## src/logic/gaic_pkg.sv

```systemverilog
// package: register map, reset values and carrier types of the gpio config block
package gaic_pkg;
  localparam logic [7:0]  ADDR_ALT_SET      = 8'h18;
  localparam logic [7:0]  ADDR_ALT_CLR      = 8'h1C;
  localparam logic [7:0]  ADDR_IEN_SET      = 8'h20;
  localparam logic [7:0]  ADDR_IEN_CLR      = 8'h24;
  localparam logic [7:0]  ADDR_TYPE_SET     = 8'h28;
  localparam logic [7:0]  ADDR_TYPE_CLR     = 8'h2C;
  localparam logic [7:0]  ADDR_POL_SET      = 8'h30;
  localparam logic [7:0]  ADDR_POL_CLR      = 8'h34;
  localparam logic [7:0]  ADDR_IRQ_STATUS   = 8'h38;
  localparam logic [7:0]  ADDR_IRQ_MASK     = 8'h3C;
  localparam logic [15:0] ALT_RESET_LOW     = 16'h0000;
  localparam logic [15:0] ALT_RESET_BANK2   = 16'hFFFF;
  localparam logic [15:0] CFG_RESET         = 16'h0000;
  localparam logic [1:0]  RESP_OKAY         = 2'h0;
  localparam logic [1:0]  RESP_SLVERR       = 2'h2;

  typedef struct packed {
    logic [15:0] altSel;
    logic [15:0] irqEn;
    logic [15:0] irqEdge;
    logic [15:0] irqPol;
    logic [15:0] irqStatus;
    logic [15:0] irqMask;
    logic [15:0] pinSync1;
    logic [15:0] pinSync2;
    logic [15:0] pinPrev;
    logic [7:0]  awAddr;
    logic        awFull;
    logic [31:0] wData;
    logic        wFull;
    logic        bValid;
    logic [1:0]  bResp;
    logic        rValid;
    logic [31:0] rData;
    logic [1:0]  rResp;
  } gaic_state_t;
endpackage

```

## src/logic/gaic_gpio_cfg.sv

```systemverilog
// gpio alternate-function and interrupt configuration with an axi4-lite slave
`timescale 1ns/1ns
module gaic_gpio_cfg
  import gaic_pkg::*;
#(
  parameter int BANK = 0
) (
  input  wire logic        clk,          // 25 MHz clock
  input  wire logic        rst,          // synchronous reset, active high
  input  wire logic [7:0]  s_axi_awaddr, // write address
  input  wire logic        s_axi_awvalid,// write address valid
  output logic             s_axi_awready,// write address ready
  input  wire logic [31:0] s_axi_wdata,  // write data
  input  wire logic [3:0]  s_axi_wstrb,  // write byte strobes
  input  wire logic        s_axi_wvalid, // write data valid
  output logic             s_axi_wready, // write data ready
  output logic [1:0]       s_axi_bresp,  // write response
  output logic             s_axi_bvalid, // write response valid
  input  wire logic        s_axi_bready, // write response ready
  input  wire logic [7:0]  s_axi_araddr, // read address
  input  wire logic        s_axi_arvalid,// read address valid
  output logic             s_axi_arready,// read address ready
  output logic [31:0]      s_axi_rdata,  // read data
  output logic [1:0]       s_axi_rresp,  // read response
  output logic             s_axi_rvalid, // read data valid
  input  wire logic        s_axi_rready, // read data ready
  input  wire logic [15:0] pinIn,        // external pin levels, asynchronous
  output logic [15:0]      altFunctionSelect, // per-pin alternate function select
  output logic [15:0]      pinIrq,       // per-pin interrupt request
  output logic             irq           // summary interrupt, level
);

  gaic_state_t st;
  gaic_state_t next_st;

  logic [15:0] levelHit;
  logic [15:0] edgeHit;
  logic [15:0] wrBits;
  logic        doWrite;
  logic        statusRead;
  logic [15:0] reqNow;
  logic [3:0]  s_axi_wstrb_q;

  // ----------------------------------------------------------------
  // request detection
  // ----------------------------------------------------------------
  always_comb begin
    levelHit = ~(st.pinSync2 ^ st.irqPol);
    edgeHit  = (st.pinSync2 & ~st.pinPrev & st.irqPol)
             | (~st.pinSync2 & st.pinPrev & ~st.irqPol);
    reqNow   = st.irqEn & ((st.irqEdge & edgeHit) | (~st.irqEdge & levelHit));
  end

  assign pinIrq            = reqNow;
  assign altFunctionSelect = st.altSel;
  assign irq               = |(st.irqStatus & st.irqMask);

  assign s_axi_awready = ~st.awFull & ~st.bValid;
  assign s_axi_wready  = ~st.wFull & ~st.bValid;
  assign s_axi_arready = ~st.rValid;
  assign s_axi_bvalid  = st.bValid;
  assign s_axi_bresp   = st.bResp;
  assign s_axi_rvalid  = st.rValid;
  assign s_axi_rdata   = st.rData;
  assign s_axi_rresp   = st.rResp;

  // ----------------------------------------------------------------
  // next state
  // ----------------------------------------------------------------
  always_comb begin
    next_st = st;
    next_st.pinSync1 = pinIn;
    next_st.pinSync2 = st.pinSync1;
    next_st.pinPrev  = st.pinSync2;

    if (s_axi_awvalid && s_axi_awready) begin
      next_st.awAddr = s_axi_awaddr;
      next_st.awFull = 1'b1;
    end
    if (s_axi_wvalid && s_axi_wready) begin
      next_st.wData = s_axi_wdata;
      next_st.wFull = 1'b1;
    end

    // upper half of the word is reserved; each low lane gates only its own byte of a set/clear
    doWrite = st.awFull && st.wFull;
    wrBits  = st.wData[15:0] & {{8{s_axi_wstrb_q[1]}}, {8{s_axi_wstrb_q[0]}}};
    statusRead = 1'b0;

    if (doWrite) begin
      next_st.awFull = 1'b0;
      next_st.wFull  = 1'b0;
      next_st.bValid = 1'b1;
      next_st.bResp  = RESP_OKAY;
      if (st.awAddr == ADDR_ALT_SET) begin
        next_st.altSel = st.altSel | wrBits;
      end else if (st.awAddr == ADDR_ALT_CLR) begin
        next_st.altSel = st.altSel & ~wrBits;
      end else if (st.awAddr == ADDR_IEN_SET) begin
        next_st.irqEn = st.irqEn | wrBits;
      end else if (st.awAddr == ADDR_IEN_CLR) begin
        next_st.irqEn = st.irqEn & ~wrBits;
      end else if (st.awAddr == ADDR_TYPE_SET) begin
        next_st.irqEdge = st.irqEdge | wrBits;
      end else if (st.awAddr == ADDR_TYPE_CLR) begin
        next_st.irqEdge = st.irqEdge & ~wrBits;
      end else if (st.awAddr == ADDR_POL_SET) begin
        next_st.irqPol = st.irqPol | wrBits;
      end else if (st.awAddr == ADDR_POL_CLR) begin
        next_st.irqPol = st.irqPol & ~wrBits;
      end else if (st.awAddr == ADDR_IRQ_MASK) begin
        next_st.irqMask = wrBits;
      end else if (st.awAddr != ADDR_IRQ_STATUS) begin
        next_st.bResp = RESP_SLVERR;
      end
    end
    if (st.bValid && s_axi_bready) begin
      next_st.bValid = 1'b0;
    end

    if (s_axi_arvalid && s_axi_arready) begin
      next_st.rValid = 1'b1;
      next_st.rResp  = RESP_OKAY;
      next_st.rData  = 32'h0000_0000;
      if (s_axi_araddr == ADDR_ALT_SET || s_axi_araddr == ADDR_ALT_CLR) begin
        next_st.rData[15:0] = st.altSel;
      end else if (s_axi_araddr == ADDR_IEN_SET || s_axi_araddr == ADDR_IEN_CLR) begin
        next_st.rData[15:0] = st.irqEn;
      end else if (s_axi_araddr == ADDR_TYPE_SET || s_axi_araddr == ADDR_TYPE_CLR) begin
        next_st.rData[15:0] = st.irqEdge;
      end else if (s_axi_araddr == ADDR_POL_SET || s_axi_araddr == ADDR_POL_CLR) begin
        next_st.rData[15:0] = st.irqPol;
      end else if (s_axi_araddr == ADDR_IRQ_STATUS) begin
        next_st.rData[15:0] = st.irqStatus;
        statusRead = 1'b1;
      end else if (s_axi_araddr == ADDR_IRQ_MASK) begin
        next_st.rData[15:0] = st.irqMask;
      end else begin
        next_st.rResp = RESP_SLVERR;
      end
    end
    if (st.rValid && s_axi_rready) begin
      next_st.rValid = 1'b0;
    end

    // read clears status; a request in the same cycle still sets its bit
    next_st.irqStatus = (statusRead ? 16'h0000 : st.irqStatus) | reqNow;
  end

  // strobes are sampled with the data beat
  always_ff @(posedge clk) begin
    if (rst) begin
      s_axi_wstrb_q <= 4'h0;
    end else if (s_axi_wvalid && s_axi_wready) begin
      s_axi_wstrb_q <= s_axi_wstrb;
    end
  end

  // ----------------------------------------------------------------
  // state register
  // ----------------------------------------------------------------
  always_ff @(posedge clk) begin
    if (rst) begin
      st           <= '0;
      st.altSel    <= (BANK == 2) ? ALT_RESET_BANK2 : ALT_RESET_LOW;
      st.irqEn     <= CFG_RESET;
      st.irqEdge   <= CFG_RESET;
      st.irqPol    <= CFG_RESET;
    end else begin
      st <= next_st;
    end
  end

endmodule

```

## config.mk

```make
export PLATFORM = sky130hd
export DESIGN_NAME = gaic_gpio_cfg
export DESIGN_NICKNAME = d
export VERILOG_FILES = /design/src/logic/gaic_pkg.sv /design/src/logic/gaic_gpio_cfg.sv
export SDC_FILE = /design/constraint.sdc
export NUM_CORES = 1
export LEC_CHECK = 0
export BUFFER_PORTS_ARGS = -buffer_cell sky130_fd_sc_hd__clkbuf_2
export CAP_MARGIN = 5
export CORE_MARGIN = 2
export CORE_UTILIZATION = 51
export CTS_BUF_LIST = sky130_fd_sc_hd__clkbuf_8
export DETAILED_ROUTE_END_ITERATION = 8
export PLACE_DENSITY = 0.83
export SLEW_MARGIN = 30
export SYNTH_ARGS = -nofsm -noshare
export SYNTH_HDL_FRONTEND = slang
export SYNTH_SLANG_ARGS = --single-unit
export TNS_END_PERCENT = 50
```

## constraint.sdc

```tcl
create_clock -name clk -period 2.5 [get_ports clk]
set_clock_uncertainty 0.1 [all_clocks]
set_input_delay 0.5 -clock clk [delete_from_list [all_inputs] [get_ports clk]]
set_output_delay 0.5 -clock clk [all_outputs]
set_load 0.01 [all_outputs]
```

* After elaboration in Yosys (flattened, before gate mapping)
Index checks and enable logic that the tools add are counted.
** Operators by class
- Equal/unequal tests :: 20
- Multiplexer cells :: 37
- Bitwise operators :: 41
- Reduce and logical (&&, ||, !) cells :: 23
** Operators by type and width (count)
- 16-bit 2-to-1 mux :: 15
- 16-bit bitwise AND :: 13
- 8-bit by 6-bit == test with 1-bit output (second input constant) :: 15
- 16-bit OR :: 7
- 16-bit inverter :: 6
- 8-bit by 5-bit == test with 1-bit output (second input constant) :: 4
- 2-bit 2-to-1 mux :: 16
- 16-bit OR reduction :: 1
- 16-bit XOR :: 1
- 1-bit inverter :: 12
- 10-bit AND reduction :: 1
- 8-bit by 6-bit inequality test with 1-bit output (second input constant) :: 1
- 8-bit AND reduction :: 1
- 2-bit nonzero test :: 4
- 1-bit logical AND :: 6
- 1-bit 2-to-1 mux :: 6
- 6-bit AND reduction :: 1
- 2-bit OR reduction :: 3
- 1-bit logical OR :: 4
- 4-bit AND reduction :: 1
- 1-bit bitwise AND :: 2
- 2-bit AND reduction :: 1
** Storage, ports and cells
- Flip-flop bits (word level) :: 194
- Output and inout bits :: 74

* Longest topological paths before layout
- Word-level depth :: 11
- Gate-level depth with buffers :: 7
- Mapped depth without buffers :: 4

* Worst setup path before layout
Ideal clock, no wire load.
- Path type :: input to register
- Start point :: in s_axi_araddr[1]
- End point :: reg st (netlist bit s_axi_rdata[6])
- Setup time :: 0.074 ns
- Arrival time :: 1.890 ns
- Required time :: 2.326 ns
- Path slack :: 0.435 ns
- Cell stages on the path :: 5
- Buffers on the path :: 1
- Cells stage by stage :: or4_1 -> clkbuf_1 -> nor4b_2 -> o311ai_0 -> o21ai_0
** Between the ends
- Word-level cells in the longest chain between the ends :: 7
- Elaborated cells between the ends (all ways) :: 20
- Classes of those cells :: eq/ne (10); mux (6); reduce/logical (4)
** RTL lines
- start, declared :: line gaic_gpio_cfg.sv:20 : input wire logic [7:0] s_axi_araddr,
- 8-bit by 6-bit == test with 1-bit output :: line gaic_gpio_cfg.sv:136 : end else if (s_axi_araddr == ADDR_IRQ_MASK) begin
- 16-bit 2-to-1 mux :: line gaic_gpio_cfg.sv:136
- 16-bit 2-to-1 mux :: line gaic_gpio_cfg.sv:133 : end else if (s_axi_araddr == ADDR_IRQ_STATUS) begin
- 16-bit 2-to-1 mux :: line gaic_gpio_cfg.sv:131 : end else if (s_axi_araddr == ADDR_POL_SET || s_axi_araddr == ADDR_POL_CLR) begin
- 16-bit 2-to-1 mux :: line gaic_gpio_cfg.sv:129 : end else if (s_axi_araddr == ADDR_TYPE_SET || s_axi_araddr == ADDR_TYPE_CLR) begin
- 16-bit 2-to-1 mux :: line gaic_gpio_cfg.sv:127 : end else if (s_axi_araddr == ADDR_IEN_SET || s_axi_araddr == ADDR_IEN_CLR) begin
- 16-bit 2-to-1 mux * :: line gaic_gpio_cfg.sv:125 : if (s_axi_araddr == ADDR_ALT_SET || s_axi_araddr == ADDR_ALT_CLR) begin
- end signal, assigned :: line gaic_gpio_cfg.sv:170 : st <= next_st;
- end, declared :: line gaic_gpio_cfg.sv:33 : gaic_state_t st;
Every way passes the cells marked *; elsewhere a longest branch is shown, timed or not.
A chain may end at the register's enable or synchronous reset.

* Worst setup path in the final report
- Start point :: reg st[154] (netlist name)
- End point :: out irq
** Between the ends
- Word-level cells in the longest chain between the ends :: 2
** RTL lines
- 16-bit bitwise AND :: line gaic_gpio_cfg.sv:56 : assign irq = |(st.irqStatus & st.irqMask);
- 16-bit OR reduction :: line gaic_gpio_cfg.sv:56
- end, declared :: line gaic_gpio_cfg.sv:30 : output logic irq
No other way between the ends.

==> results.txt <==
- Post-synthesis to final-layout area growth: 9.70%
* ANT nets after route: 0
- Number of enable-type register cells in the synthesized netlist: 0
- By area the synthesized netlist is led by dfxtp_1 45%, a21oi_1 6.7%, buf_4 4.7%.
* Count of buffers added by post-CTS timing repair for setup: 0
- Net switching is 23.0% of the power.
- R2R Setup Slk: approximately 0.26 ns
- Seq cells post-synth: approximately 190
* Beginning of the worst register-to-register path: st[79]
- Largest net degree at the start of global routing: between 100 and 150
- Top-level port count: approximately 150
- Pins over their slew limit: 0
* Arrival @ worst endpoint: roughly 1.8 ns
- The flow ran to the end, and the final reports show no timing, DRC or antenna violations.
- Drc violations: 0
* Post-synth ARST share: 0%
- The signal on the critical path passes through a22o_1, a221oi_1, nand4_1, clkbuf_2.
- The initial antenna violation count was 0.
- The number of buffers and inverters on the critical path is 1.
* CTS Buffer Depth: 2
- Share of the synthesized area in the top cell type: between 40% and 50%
- TritonCTS built the clock tree.
* Required time worst endpoint: 1.90 ns
- Cells fill between 50 and 60% of the core in the end.
* Cell depth of the worst min-delay path: 2
- The floorplan step defined a die boundary enclosing between 15,000 and 20,000 um2.
- Detailed-route via count: just over 7k
* Synth warn: 0
- TNS Setup: 0 ns
- Most repeated cell in the gate-level netlist after synthesis: dfxtp_1
* Latest clock arrival within the worst-skew pair: 0.47 ns
- The region available for standard cell placement spans around 16,000 um2.
* Depth of the worst register-to-register path: 5
* Cell-internal power: 4580 uW
* Overall track demand over capacity in global routing: between 20 and 25%
* Largest area contributor in the netlist: dfxtp_1
- Switching power: between 1000 and 1500 uW
* Power per unit of standard cell area: 634 nW/um2
* Part of the Yosys area used for sequential elements: between 40 and 50%
- After layout, the minimum clock period comes to 2.42 ns.
- The repair_antennas step left the layout with diodes totalling 0.
* Detailed Route WL: approximately 22,000 um
* Max-capacitance violation count: 0
- After clock tree synthesis, the clock-pin slew on the worst setup and hold paths is around 0.090 ns.
- For the pin with the worst max-slew slack, the measured transition is ~0.62 ns.
- PortBufs: about 110
- Most used DFF post-synth: dfxtp_1
* Timing-limited maximum frequency: 0.412 GHz
- In this run the worst path has a maximum fanout of 3.
* CP max stage delay: ~0.35 ns
- The share of total power dissipated in sequential elements is between 50% and 60%.
- The congestion estimate from routability-driven global placement came to between 0.9 and 1.
- Post-cts sizing count: 0
* Startpoint kind of the worst setup timing path: flop
- The worst hold path begins at pinIn[3].
* Dpl hpwl: 15,200 um
- By count the netlist is led by 192 x dfxtp_1, 114 x a21oi_1, 90 x nand2_1.
* Combinational cell fraction of total power: just over 7%
- Headroom to the max-slew limit came out at 58.6%.
* Worst hold-check path type: input pin to flop
- Type of element capturing the critical path: output port
* Capture endpoint of the worst hold path: next_st[99]
- Count of unique library cells instantiated by Yosys: between 40 and 50
* Count of H-tree levels built during CTS: 4
- Final net count: about 1.1k
* Violation count after the first detailed-routing iteration: between 600 and 700
- Dividing the final minimum period by the clock period gives 97.0%.
* Post-Synthesis Cells: between 900 and 1k
- In this run the static leakage power is roughly 0.0037 uW.
- Num CTS Buffers: 17
* Root buf cell: clkbuf_8
- Final hold violation count: 0
- Die extent in y: ~130 um
- Worst path slowest cell: dfxtp_1
- Effective utilization at floorplan: 51.9%
- Syn avg cell area: between 8 and 9 um2
- After synthesis the cells add up to approximately 8500 um2.
- Ratio of cells with drive above 1 in the final layout: about a fifth
- Setup repair after global routing left no endpoint under its margin.
- After clock tree synthesis, the flow added hold-fix buffers numbering 0.
- Wire length of the first global-routing pass: approximately 34,000 um
- Aggregate global routing overflow: 0
- Critical path class: flop to output port
- On the critical path the largest part of the delay comes from compound AO/OA/AOI/OAI gates.
- The clock network burns 39.5% of the power.
* Number of fill cells: 1,468
- Per-cell routed wire length: between 15 and 20 um
* Clock sinks: 192
* Number of global-route vias before repair: approximately 6.3k
- # setup viols final: 0
- The first TritonRoute pass finished after 5 iterations.
- Across the VDD grid, the largest voltage drop is slightly below 400 uV.
- In this run the core area contains 47 standard-cell rows.
- In the routed layout, each cell is associated on average with a via count of about 5.8.
- The die is about 130 um wide.
[area by class of cell]
type                    count  area (um2)  share of cell area [%]
inverters                  19        71.3                   0.760
clock inverters            14         220                    2.35
clock buffers              18         248                    2.64
repair buffers            134         757                    8.07
well taps                 220         275                    2.93
multi-input cells         629        3960                    42.3
flip-flops and latches    192        3840                    41.0
[per-layer routing]
layer | global-route usage [%] | vias to the layer above | share of wire (%)
met4 | 12.0 | 0 | 3.8
met1 | 32.8 | 3289 | 43
met2 | 37.7 | 362 | 45
li1 | - | 3359 | -
met5 | 0 | - | 0
met3 | 5.33 | 56 | 8.8
[worst max path at each step]
stage | startpoint | end | slack [ns] | cells after the start
global placement | s_axi_araddr[1] | s_axi_rdata[9] | 0.20 | 5
detailed placement | s_axi_araddr[1] | s_axi_rdata[9] | 0.16 | 5
global route | st[154] | irq | 0.1 | 4
floorplan | s_axi_araddr[1] | s_axi_rdata[6] | 0.44 | 5
finish | st[154] | irq | 0.08 | 4
CTS | st[154] | irq | 0.13 | 4
[cell families (layout without fill, tap and decap cells)]
family	count (synthesis)	in the layout	synth area share (%)
other	1	18	0.0439
muxes	43	43	5.11
and+or+nand+nor	300	300	18.6
buffers and inverters	146	185	9.48
DFF	192	192	45.0
AOI/OAI and AO/OA	268	268	21.8
[power by group through the flow]
| stage | clock network (uW) | logic, uW | registers, uW |
|---|---|---|---|
| after floorplan | 0 | 324 | 3230 |
| after global placement | 0 | 408 | 3240 |
| after detailed placement | 0 | 416 | 3250 |
| after CTS | 2370 | 419 | 3170 |
| after global routing | 2500 | 463 | 3190 |
| final | 2350 | 422 | 3170 |
[stage by stage]
| step | instance area, um2 | hold WS, ns | cells | setup slack (ns) | power (uW) |
|---|---|---|---|---|---|
| final | 9380 | 0.136 | 1226 | 0.0753 | 5950 |
| after global routing | 9380 | 0.124 | 1226 | 0.0958 | 6150 |
| after CTS | 9380 | 0.117 | 1226 | 0.128 | 5970 |
| after detailed placement | 8910 | 0.322 | 1194 | 0.163 | 3660 |
| after global placement | 8910 | 0.323 | 1194 | 0.200 | 3650 |
| after floorplan | 8610 | 0.314 | 967 | 0.435 | 3550 |
[placed cells by master (no fill, tap or decap), types with 20 or more instances in the layout]
cell type / count
a211oi_1: 38
nand2b_1: 40
dfxtp_1: 192
and2_1: 21
nor2b_1: 50
clkbuf_2: 111
nand2_1: 90
inv_1: 21
mux2i_1: 38
buf_4: 20
nor2_1: 54
a21oi_1: 114
Power figures use the tool's default switching activity.
